## config.mk

```make
export PLATFORM = sky130hd
export DESIGN_NAME = msw_status_wake
export DESIGN_NICKNAME = d
export VERILOG_FILES = /design/src/common/msw_pkg.sv /design/src/msw_status_wake.sv /design/src/msw_wake_latch.sv
export VERILOG_INCLUDE_DIRS = /design/src /design/src/common
export SDC_FILE = /design/constraint.sdc
export NUM_CORES = 1
export LEC_CHECK = 0
export BUFFER_PORTS_ARGS = -buffer_cell sky130_fd_sc_hd__buf_2
export CAP_MARGIN = 20
export CORE_MARGIN = 2
export CORE_UTILIZATION = 30
export DETAILED_ROUTE_END_ITERATION = 10
export PLACE_DENSITY = 0.54
export SYNTH_ARGS = -nofsm -noshare
export SYNTH_HDL_FRONTEND = slang
export SYNTH_SLANG_ARGS = --single-unit
```

## constraint.sdc

```tcl
create_clock -name ref_clk -period 8.1 [get_ports ref_clk]
set_input_delay 0.405 -clock ref_clk [delete_from_list [all_inputs] [get_ports ref_clk]]
set_output_delay 0.405 -clock ref_clk [all_outputs]
set_load 0.02 [all_outputs]
```

## src/common/msw_map.svh

```systemverilog
// register offsets, field positions, codes and reset values of the status/wake block
`ifndef MSW_MAP_SVH
`define MSW_MAP_SVH

`define MSW_ADDR_W 8
`define MSW_OFF_STATUS 8'h30
`define MSW_OFF_WCTL 8'h40
`define MSW_OFF_IRQ_STS 8'h44
`define MSW_OFF_IRQ_MASK 8'h48

`define MSW_ST_PAUSE_SEND_PENDING 14
`define MSW_ST_PAUSING 13
`define MSW_ST_WAKE_HI 12
`define MSW_ST_WAKE_LO 10
`define MSW_ST_WAKE_LANE 1
`define MSW_ST_SPEED_HI 9
`define MSW_ST_SPEED_LO 7
`define MSW_ST_FDX 6

`define MSW_WC_LNK 9
`define MSW_WC_PAT 7
`define MSW_WC_FRM 5
`define MSW_WC_LNK_LANE 1
`define MSW_WC_LOW_LANE 0
`define MSW_WC_MODE_HI 2
`define MSW_WC_MODE_LO 0

`define MSW_WAKE_N 3
`define MSW_WK_PAT 2
`define MSW_WK_FRM 1
`define MSW_WK_LNK 0

`define MSW_IRQ_W 5
`define MSW_IRQ_PAUSE_SENT 3
`define MSW_IRQ_PAUSE_END 4

`define MSW_SPD_UNKNOWN 3'h0
`define MSW_SPD_10 3'h2
`define MSW_SPD_100 3'h3

`define MSW_QUANTA_W 16
`define MSW_QUANTA_ZERO 16'h0000
`define MSW_QUANTA_ONE 16'h0001
`define MSW_ARM_W 3
`define MSW_ARM_ZERO 3'h0
`define MSW_DATA_ZERO 32'h0000_0000
`define MSW_IRQ_ZERO 5'h00
`define MSW_MODE_ZERO 3'h0

`endif

```

## src/common/msw_pkg.sv

```systemverilog
// types shared by the status/wake block
package msw_pkg;
	typedef logic [2:0] msw_speed_t;
	typedef logic [4:0] msw_irq_t;
	typedef logic [2:0] msw_wake_t;
	typedef logic [15:0] msw_quanta_t;
	typedef logic [31:0] msw_word_t;
endpackage

```

## src/msw_status_wake.sv

```systemverilog
// controller status word, wake-cause latches, wake control and interrupt registers
//
// Our own choice: the Avalon-MM interface to the registers.
`timescale 1ns/1ps
`default_nettype none
`include "msw_map.svh"

// Functional notes
// - status fields read only except wake latches
// - wake latches reset by power-on only
// - write one clears latch, zero keeps
// - reserved upper bits: write zero, read any
// - pause pending from command until sent
// - pausing from pause frame until timer expires
// - pattern latch set by match, mirrored
// - pattern latch cleared by control bit zero
// - frame latch set by match, mirrored
// - frame latch cleared by control bit zero
// - link latch set on link change, mirrored
// - link latch cleared by control bit one
// - speed field codes unknown, 10, 100
// - full duplex flag while full duplex
module msw_status_wake (
	input wire logic ref_clk,
	input wire logic reset_n,
	input wire logic por_n,
	input wire logic [7:0] avs_address,
	input wire logic avs_read,
	input wire logic avs_write,
	input wire logic [31:0] avs_writedata,
	input wire logic [3:0] avs_byteenable,
	output logic [31:0] avs_readdata,
	output logic avs_waitrequest,
	output logic irq,
	input wire logic pause_cmd_accept,
	input wire logic pause_tx_done,
	input wire logic pause_frame_rx,
	input wire logic [15:0] pause_quanta,
	input wire logic pause_quantum_tick,
	input wire logic pattern_hit,
	input wire logic wakeup_frame_hit,
	input wire logic phy_link_status,
	input wire logic [2:0] speed_code,
	input wire logic full_duplex_in
);
	// bus slave
	logic waitreq_q, waitreq_d;
	msw_pkg::msw_word_t rdata_q, rdata_d;
	logic acc_wr;
	logic sel_status, sel_wctl, sel_ists, sel_imask;

	// live status
	logic pause_send_pending_q, pause_send_pending_d;
	logic pausing_q, pausing_d;
	msw_pkg::msw_quanta_t ptimer_q, ptimer_d;
	msw_pkg::msw_speed_t speed_q, speed_d;
	logic fdx_q, fdx_d;
	logic pause_sent, pause_end;

	// link change detection
	logic link_meta_q, link_sync_q, link_prev_q;
	logic [2:0] arm_q, arm_d;
	logic link_edge;

	// wake
	msw_pkg::msw_wake_t mode_q, mode_d;
	msw_pkg::msw_wake_t wake_set, wake_clr, wake_lat;

	// interrupts
	msw_pkg::msw_irq_t ists_q, ists_d, imask_q, imask_d;
	logic irq_q, irq_d;

	assign sel_status = (avs_address == `MSW_OFF_STATUS);
	assign sel_wctl = (avs_address == `MSW_OFF_WCTL);
	assign sel_ists = (avs_address == `MSW_OFF_IRQ_STS);
	assign sel_imask = (avs_address == `MSW_OFF_IRQ_MASK);
	// a write lands only on the edge where waitrequest is seen low
	assign acc_wr = avs_write && !waitreq_q;

	always_comb begin
		waitreq_d = !((avs_read || avs_write) && waitreq_q);
		rdata_d = rdata_q;
		if (avs_read && waitreq_q) begin
			rdata_d = `MSW_DATA_ZERO;
			if (sel_status) begin
				rdata_d[`MSW_ST_PAUSE_SEND_PENDING] = pause_send_pending_q;
				rdata_d[`MSW_ST_PAUSING] = pausing_q;
				rdata_d[`MSW_ST_WAKE_HI:`MSW_ST_WAKE_LO] = wake_lat;
				rdata_d[`MSW_ST_SPEED_HI:`MSW_ST_SPEED_LO] = speed_q;
				rdata_d[`MSW_ST_FDX] = fdx_q;
			end else if (sel_wctl) begin
				rdata_d[`MSW_WC_PAT] = wake_lat[`MSW_WK_PAT];
				rdata_d[`MSW_WC_FRM] = wake_lat[`MSW_WK_FRM];
				rdata_d[`MSW_WC_LNK] = wake_lat[`MSW_WK_LNK];
				rdata_d[`MSW_WC_MODE_HI:`MSW_WC_MODE_LO] = mode_q;
			end else if (sel_ists) begin
				rdata_d[`MSW_IRQ_W-1:0] = ists_q;
			end else if (sel_imask) begin
				rdata_d[`MSW_IRQ_W-1:0] = imask_q;
			end
		end
	end

	always_ff @(posedge ref_clk or negedge reset_n) begin
		if (!reset_n) begin
			waitreq_q <= 1'b1;
			rdata_q <= `MSW_DATA_ZERO;
		end else begin
			waitreq_q <= waitreq_d;
			rdata_q <= rdata_d;
		end
	end

	// pause state and live network status; bus writes never reach these
	always_comb begin
		pause_send_pending_d = pause_send_pending_q;
		if (pause_tx_done) begin
			pause_send_pending_d = 1'b0;
		end
		if (pause_cmd_accept) begin
			pause_send_pending_d = 1'b1;
		end
		ptimer_d = ptimer_q;
		if (pause_frame_rx) begin
			ptimer_d = pause_quanta;
		end else if (pause_quantum_tick && ptimer_q != `MSW_QUANTA_ZERO) begin
			ptimer_d = ptimer_q - `MSW_QUANTA_ONE;
		end
		pausing_d = (ptimer_d != `MSW_QUANTA_ZERO);
		unique case (speed_code)
			`MSW_SPD_10: speed_d = `MSW_SPD_10;
			`MSW_SPD_100: speed_d = `MSW_SPD_100;
			default: speed_d = `MSW_SPD_UNKNOWN;
		endcase
		fdx_d = full_duplex_in;
	end

	always_ff @(posedge ref_clk or negedge reset_n) begin
		if (!reset_n) begin
			pause_send_pending_q <= 1'b0;
			ptimer_q <= `MSW_QUANTA_ZERO;
			pausing_q <= 1'b0;
			speed_q <= `MSW_SPD_UNKNOWN;
			fdx_q <= 1'b0;
		end else begin
			pause_send_pending_q <= pause_send_pending_d;
			ptimer_q <= ptimer_d;
			pausing_q <= pausing_d;
			speed_q <= speed_d;
			fdx_q <= fdx_d;
		end
	end

	assign pause_sent = pause_tx_done && pause_send_pending_q;
	assign pause_end = pausing_q && !pausing_d;

	// link pin synchroniser; arm_q masks the false edge while the pipe fills
	assign link_edge = arm_q[`MSW_ARM_W-1] && (link_sync_q != link_prev_q);

	always_comb begin
		arm_d = {arm_q[`MSW_ARM_W-2:0], 1'b1};
	end

	always_ff @(posedge ref_clk or negedge reset_n) begin
		if (!reset_n) begin
			link_meta_q <= 1'b0;
			link_sync_q <= 1'b0;
			link_prev_q <= 1'b0;
			arm_q <= `MSW_ARM_ZERO;
		end else begin
			link_meta_q <= phy_link_status;
			link_sync_q <= link_meta_q;
			link_prev_q <= link_sync_q;
			arm_q <= arm_d;
		end
	end

	// wake mode enables survive bus reset like the latches
	always_comb begin
		mode_d = mode_q;
		if (acc_wr && sel_wctl && avs_byteenable[`MSW_WC_LOW_LANE]) begin
			mode_d = avs_writedata[`MSW_WC_MODE_HI:`MSW_WC_MODE_LO];
		end
		wake_set[`MSW_WK_PAT] = pattern_hit && mode_q[`MSW_WK_PAT];
		wake_set[`MSW_WK_FRM] = wakeup_frame_hit && mode_q[`MSW_WK_FRM];
		wake_set[`MSW_WK_LNK] = link_edge && mode_q[`MSW_WK_LNK];
		wake_clr = acc_wr && sel_status && avs_byteenable[`MSW_ST_WAKE_LANE]
			? avs_writedata[`MSW_ST_WAKE_HI:`MSW_ST_WAKE_LO] : `MSW_MODE_ZERO;
		if (acc_wr && sel_wctl) begin
			if (avs_byteenable[`MSW_WC_LOW_LANE] && !avs_writedata[`MSW_WC_PAT]) begin
				wake_clr[`MSW_WK_PAT] = 1'b1;
			end
			if (avs_byteenable[`MSW_WC_LOW_LANE] && !avs_writedata[`MSW_WC_FRM]) begin
				wake_clr[`MSW_WK_FRM] = 1'b1;
			end
			if (avs_byteenable[`MSW_WC_LNK_LANE] && avs_writedata[`MSW_WC_LNK]) begin
				wake_clr[`MSW_WK_LNK] = 1'b1;
			end
		end
	end

	always_ff @(posedge ref_clk or negedge por_n) begin
		if (!por_n) begin
			mode_q <= `MSW_MODE_ZERO;
		end else begin
			mode_q <= mode_d;
		end
	end

	genvar gi;
	generate
		for (gi = 0; gi < `MSW_WAKE_N; gi++) begin : g_wake
			msw_wake_latch u_latch (
				.ref_clk(ref_clk),
				.por_n(por_n),
				.set_evt(wake_set[gi]),
				.clr_req(wake_clr[gi]),
				.latch(wake_lat[gi])
			);
		end
	endgenerate

	// interrupt status: write one to clear, a new event wins over the clear
	always_comb begin
		ists_d = ists_q;
		if (acc_wr && sel_ists && avs_byteenable[`MSW_WC_LOW_LANE]) begin
			ists_d = ists_q & ~avs_writedata[`MSW_IRQ_W-1:0];
		end
		ists_d = ists_d | {pause_end, pause_sent, wake_set};
		imask_d = imask_q;
		if (acc_wr && sel_imask && avs_byteenable[`MSW_WC_LOW_LANE]) begin
			imask_d = avs_writedata[`MSW_IRQ_W-1:0];
		end
		irq_d = |(ists_d & imask_d);
	end

	always_ff @(posedge ref_clk or negedge reset_n) begin
		if (!reset_n) begin
			ists_q <= `MSW_IRQ_ZERO;
			imask_q <= `MSW_IRQ_ZERO;
			irq_q <= 1'b0;
		end else begin
			ists_q <= ists_d;
			imask_q <= imask_d;
			irq_q <= irq_d;
		end
	end

	assign avs_readdata = rdata_q;
	assign avs_waitrequest = waitreq_q;
	assign irq = irq_q;

	AST_STATUS_WRITE_IGNORED: assert property (@(posedge ref_clk) disable iff (!reset_n)
		acc_wr && sel_status && !pause_cmd_accept && !pause_tx_done |=> pause_send_pending_q == $past(pause_send_pending_q))
		else $error("status write changed the pause pending flag");

	AST_LATCH_HOLDS_IN_BUS_RESET: assert property (@(posedge ref_clk) disable iff (!por_n)
		!reset_n && wake_set == `MSW_MODE_ZERO |=> wake_lat == $past(wake_lat))
		else $error("wake latch disturbed by bus reset");

	AST_W1C_CLEARS: assert property (@(posedge ref_clk) disable iff (!reset_n || !por_n)
		acc_wr && sel_status && avs_byteenable[`MSW_ST_WAKE_LANE]
		&& avs_writedata[`MSW_ST_WAKE_HI] && !wake_set[`MSW_WK_PAT] |=> !wake_lat[`MSW_WK_PAT])
		else $error("write one did not clear the pattern latch");

	AST_W0_KEEPS: assert property (@(posedge ref_clk) disable iff (!reset_n || !por_n)
		acc_wr && sel_status && !avs_writedata[`MSW_ST_WAKE_LO] && wake_lat[`MSW_WK_LNK] |=> wake_lat[`MSW_WK_LNK])
		else $error("write zero cleared the link latch");

	AST_PAUSE_SEND_PENDING_SPAN: assert property (@(posedge ref_clk) disable iff (!reset_n)
		pause_cmd_accept ##1 !pause_tx_done [*2] |-> pause_send_pending_q [*2])
		else $error("pause pending dropped before the frame was sent");

	AST_PAUSE_SEND_PENDING_END: assert property (@(posedge ref_clk) disable iff (!reset_n)
		pause_tx_done && !pause_cmd_accept |=> !pause_send_pending_q)
		else $error("pause pending stuck after transmission");

	AST_PAUSING_TRACKS_TIMER: assert property (@(posedge ref_clk) disable iff (!reset_n)
		pause_frame_rx && pause_quanta == `MSW_QUANTA_ONE ##1 pause_quantum_tick && !pause_frame_rx
		|-> pausing_q ##1 !pausing_q)
		else $error("pausing flag does not follow the pause timer");

	AST_WAKE_SET_WINS: assert property (@(posedge ref_clk) disable iff (!por_n)
		wake_set != `MSW_MODE_ZERO |=> (wake_lat & $past(wake_set)) == $past(wake_set))
		else $error("wake event lost against a clear");

	AST_WCTL_CLEARS: assert property (@(posedge ref_clk) disable iff (!reset_n || !por_n)
		acc_wr && sel_wctl && avs_byteenable == 4'hf && avs_writedata[`MSW_WC_LNK]
		&& !avs_writedata[`MSW_WC_PAT] && !avs_writedata[`MSW_WC_FRM] && wake_set == `MSW_MODE_ZERO
		|=> wake_lat == `MSW_MODE_ZERO)
		else $error("wake control write did not clear the latches");

	AST_LINK_EDGE_SETS: assert property (@(posedge ref_clk) disable iff (!reset_n || !por_n)
		mode_q[`MSW_WK_LNK] && arm_q[`MSW_ARM_W-1] && $changed(link_sync_q) |=> wake_lat[`MSW_WK_LNK])
		else $error("link change not latched");

	AST_SPEED_CODE: assert property (@(posedge ref_clk) disable iff (!reset_n)
		speed_code == `MSW_SPD_100 ##1 speed_code == `MSW_SPD_100 |-> speed_q == `MSW_SPD_100 ##1 speed_q == `MSW_SPD_100)
		else $error("speed field does not report the link rate");

	AST_DUPLEX: assert property (@(posedge ref_clk) disable iff (!reset_n)
		full_duplex_in |=> fdx_q)
		else $error("full duplex flag not reported");

	AST_READ_STATUS: assert property (@(posedge ref_clk) disable iff (!reset_n)
		avs_read && waitreq_q && sel_status |=> !avs_waitrequest
		&& avs_readdata[`MSW_ST_SPEED_HI:`MSW_ST_SPEED_LO] == $past(speed_q))
		else $error("status read returned wrong speed or no answer");
endmodule
`default_nettype wire

```

## src/msw_wake_latch.sv

```systemverilog
// one power-on-reset sticky wake-cause latch
`timescale 1ns/1ps
`default_nettype none
module msw_wake_latch (
	input wire logic ref_clk,
	input wire logic por_n,
	input wire logic set_evt,
	input wire logic clr_req,
	output logic latch
);
	logic latch_q;
	logic latch_d;

	always_comb begin
		latch_d = latch_q;
		if (clr_req) begin
			latch_d = 1'b0;
		end
		if (set_evt) begin
			latch_d = 1'b1;
		end
	end

	// only power-on reset touches the latch, the bus reset does not
	always_ff @(posedge ref_clk or negedge por_n) begin
		if (!por_n) begin
			latch_q <= 1'b0;
		end else begin
			latch_q <= latch_d;
		end
	end

	assign latch = latch_q;
endmodule
`default_nettype wire

```

==> results.json <==
{
  "status": "finished clean",
  "drv_slew": 0,
  "crit_buf_inv": 0,
  "grt-ovfl-total": 0,
  "r2r-end": "irq$_DFF_PN0_",
  "syn-instance-count": 297,
  "nFillCells": 1019,
  "slowest_delay_ns": 0.61,
  "cts-root-buf": "clkbuf_8",
  "synth_edf_count": 0,
  "drtPass1Iterations": 4,
  "max_slew_margin_pct": 38.3,
  "route.detailed.drc": 0,
  "end_kind": "register",
  "wl_per_cell_um": 14.3,
  "viasPerCell": 4.84,
  "crit_path_cell_trace": "or4_1 > a2111oi_2 > nand3_1 > xnor2_1 > o41a_1 > nor4_1 > a41o_1",
  "cts_made_buffers": 9,
  "die_w_um": 104,
  "ys_seq_area_share_pct": 49.9,
  "clk_path_buf_depth": 2,
  "numClockSinks": 60,
  "hold_viol": 0,
  "antenna_cells": 0,
  "stdcell_area_sq_um": 3610,
  "gp_congestion": 0.773,
  "met2_usage_pct": 22.0,
  "insertion_delay_ns": 0.33,
  "synth_top_area_share_pct": 49.0,
  "cp-start-kind": "register",
  "grt_start_max_net_pins": 55,
  "synth-seq-cells": 60,
  "htree_levels": 3,
  "use_met3_pct": 4.89,
  "core_area_sq_um": 9770,
  "synth_flop_cell": "dfrtp_1",
  "cp_data_required_time_ns": 8.37,
  "fmax_mhz": 319,
  "row_count": 36,
  "timing.hold.worst_path_depth": 1,
  "fin_worst_skew_ns": 0.00865,
  "grt_antenna_before_repair": 0,
  "worstHoldStart": "full_duplex_in",
  "synth_async_sr_flop_share_pct": 100,
  "use_met1_pct": 18.3,
  "synth_cell_types": 65,
  "dieArea_sq_um": 10900,
  "crit_arrival_ns": 3.40,
  "final_antenna_net_count": 0,
  "whs_ns": 0.177,
  "hold_end": "fdx_q$_DFF_PN0_",
  "period_share_pct": 38.7,
  "grt_first_pass_wirelength_mm": 12.0,
  "die_h_um": 104,
  "cap_violations": 0,
  "grt.total_usage_pct": 13.9,
  "syn_to_final_growth_pct": 19.6,
  "clk_pin_slew_ns": 0.07,
  "r2r_slack_ns": 4.97,
  "setup_viol": 0,
  "yosys.area.top_type": "dfrtp_1",
  "critPathKind": "register to register",
  "cellPowerDensity_nw_per_um2": 183,
  "rsz0062_at_grt": "no",
  "ios": 110,
  "drt_iter0_drc": 111,
  "io_buffers": 69,
  "tightest_slew_ns": 0.917,
  "syn_area_sq_um": 3010,
  "period_needed_ns": 3.13,
  "leakage_nw": 1.69,
  "hold_class": "primary input to register",
  "post_dp_cell_area_sq_um": 3430,
  "post-cts-setup-buffers": 0,
  "via_count": 2461,
  "nNetsFinal": 448,
  "crit_family": "simple AND/OR/NAND/NOR gates",
  "hpwl_mm": 5.28,
  "start_util_pct": 30.8,
  "crit_fanout": 6,
  "grt_pass1_vias": 2409,
  "drive_gt1_share_pct": 28.5,
  "crit_slowest_cell": "or4_1",
  "cts_tree": "yes",
  "fin_setup_tns_ns": 0,
  "synth_area_leaders": "dfrtp_1 (49%), nand2_1 (5.2%), buf_4 (4.2%), mux2_2 (3.7%), nor2_1 (2.4%)",
  "irDropWorstVdd_mv": 0.0582,
  "routed_wl_mm": 7.24,
  "multi_input_comb_area_sq_um": 1380,
  "busiest_layer": "met2",
  "synth_warnings": 0,
  "crit-reg2reg-launch": "ptimer_q[7]$_DFF_PN0_",
  "avgSynthCellArea_sq_um": 10.1,
  "reg2reg_depth": 7,
  "register_area_sq_um": 1500
}
==> where the power goes <==
| part | switching [mW] | internal, mW | leakage (nW) |
|---|---|---|---|
| Combinational | 0.0590 | 0.0384 | 0.861 |
| Clock | 0.116 | 0.109 | 0.0791 |
| Sequential | 0.0175 | 0.321 | 0.753 |
==> layout by cell type, fill, tap and decap left out, types with 5 or more instances in the layout <==
master and n:
buf_2 69, dfrtp_1 59, nand2_1 42, nor2_1 19
conb_1 18, nand3_1 13, inv_1 10, mux2_2 10
clkbuf_8 9, o21ai_0 8, a21oi_1 8, nor3_1 6
or3_1 6, nor4_1 5, a31oi_1 5
==> sequential cells by signal (all words and copies together), names as in the netlist, 2 cells and up <==
name / cells
arm_q: 3
avs_readdata: 15
g_wake.u_latch.latch: 3
imask_q: 5
ists_q: 5
mode_q: 3
ptimer_q: 16
speed_q: 2
==> through the flow <==
stage,power [mW],utilization [%],std cells,setup WS [ns]
after floorplan,0.407,-,313,5.47
after global placement,0.440,35.1,491,4.94
after detailed placement,0.442,35.1,491,4.95
after CTS,0.673,36.9,508,4.93
after global routing,0.703,36.9,508,4.65
final,0.661,36.9,508,4.97
==> metal layers <==
metal	share of wire, %	vias to the layer above	wire (um)
met4	0.79	0	57
met1	47	1172	3400
met2	46	93	3330
met5	0	-	0
met3	6.4	5	461
li1	-	1191	-
==> repair_timing <==
| action | in CTS | in global routing |
|---|---|---|
| hold buffers | 1 | 0 |
| hold endpoints to repair | 6 | 0 |
| gates resized for setup | 0 | 0 |
==> Yosys cell counts, types with 3 or more instances <==
| master | number |
|---|---|
| or3_1 | 6 |
| nand3_1 | 13 |
| xor2_1 | 3 |
| nand4_1 | 3 |
| a22oi_1 | 3 |
| and2_1 | 3 |
| nor3_1 | 6 |
| o21ai_0 | 8 |
| nor4_1 | 5 |
| dfrtp_1 | 59 |
| or4_1 | 3 |
| inv_1 | 10 |
| a21o_1 | 3 |
| buf_4 | 17 |
| nand2_1 | 42 |
| nor2_1 | 19 |
| a221oi_1 | 3 |
| a31oi_1 | 5 |
| mux2_2 | 10 |
| nand3b_1 | 3 |
| a21oi_1 | 8 |
| a22o_1 | 3 |
| clkbuf_1 | 6 |
==> worst max path at each step <==
| stage | end | start | cells after the start | slack [ns] |
|---|---|---|---|---|
| 2_1_floorplan | irq$_DFF_PN0_ | ptimer_q[6]$_DFF_PN0_ | 7 | 5.47 |
| 3_3_place_gp | irq$_DFF_PN0_ | ptimer_q[6]$_DFF_PN0_ | 7 | 4.94 |
| 3_5_place_dp | irq$_DFF_PN0_ | ptimer_q[7]$_DFF_PN0_ | 7 | 4.95 |
| 4_1_cts | irq$_DFF_PN0_ | ptimer_q[7]$_DFF_PN0_ | 7 | 4.93 |
| 5_1_grt | irq$_DFF_PN0_ | ptimer_q[7]$_DFF_PN0_ | 7 | 4.65 |
| 6_report | irq$_DFF_PN0_ | ptimer_q[7]$_DFF_PN0_ | 7 | 4.97 |
==> cell type report <==
type | instances | share of cell area [%]
tap | 133 | 4.61
clock inverter | 5 | 0.833
sequential | 60 | 41.7
clock buffer | 11 | 3.64
inverter | 10 | 1.04
multi-input combinational | 218 | 38.1
timing repair buffer | 71 | 10.1
==> kinds of logic (layout without fill, tap and decap cells) <==
kind of cell | Yosys count | count (layout) | share of synthesized area [%]
fa+ha+maj | 2 | 2 | 0.830
xor+xnor | 5 | 5 | 1.45
flops | 60 | 60 | 49.9
compound gates | 59 | 59 | 14.9
simple gates | 123 | 123 | 22.1
other cells | 2 | 18 | 0.249
buf+inv | 35 | 97 | 6.52
mux | 11 | 11 | 4.07
Power figures use the tool's default switching activity.
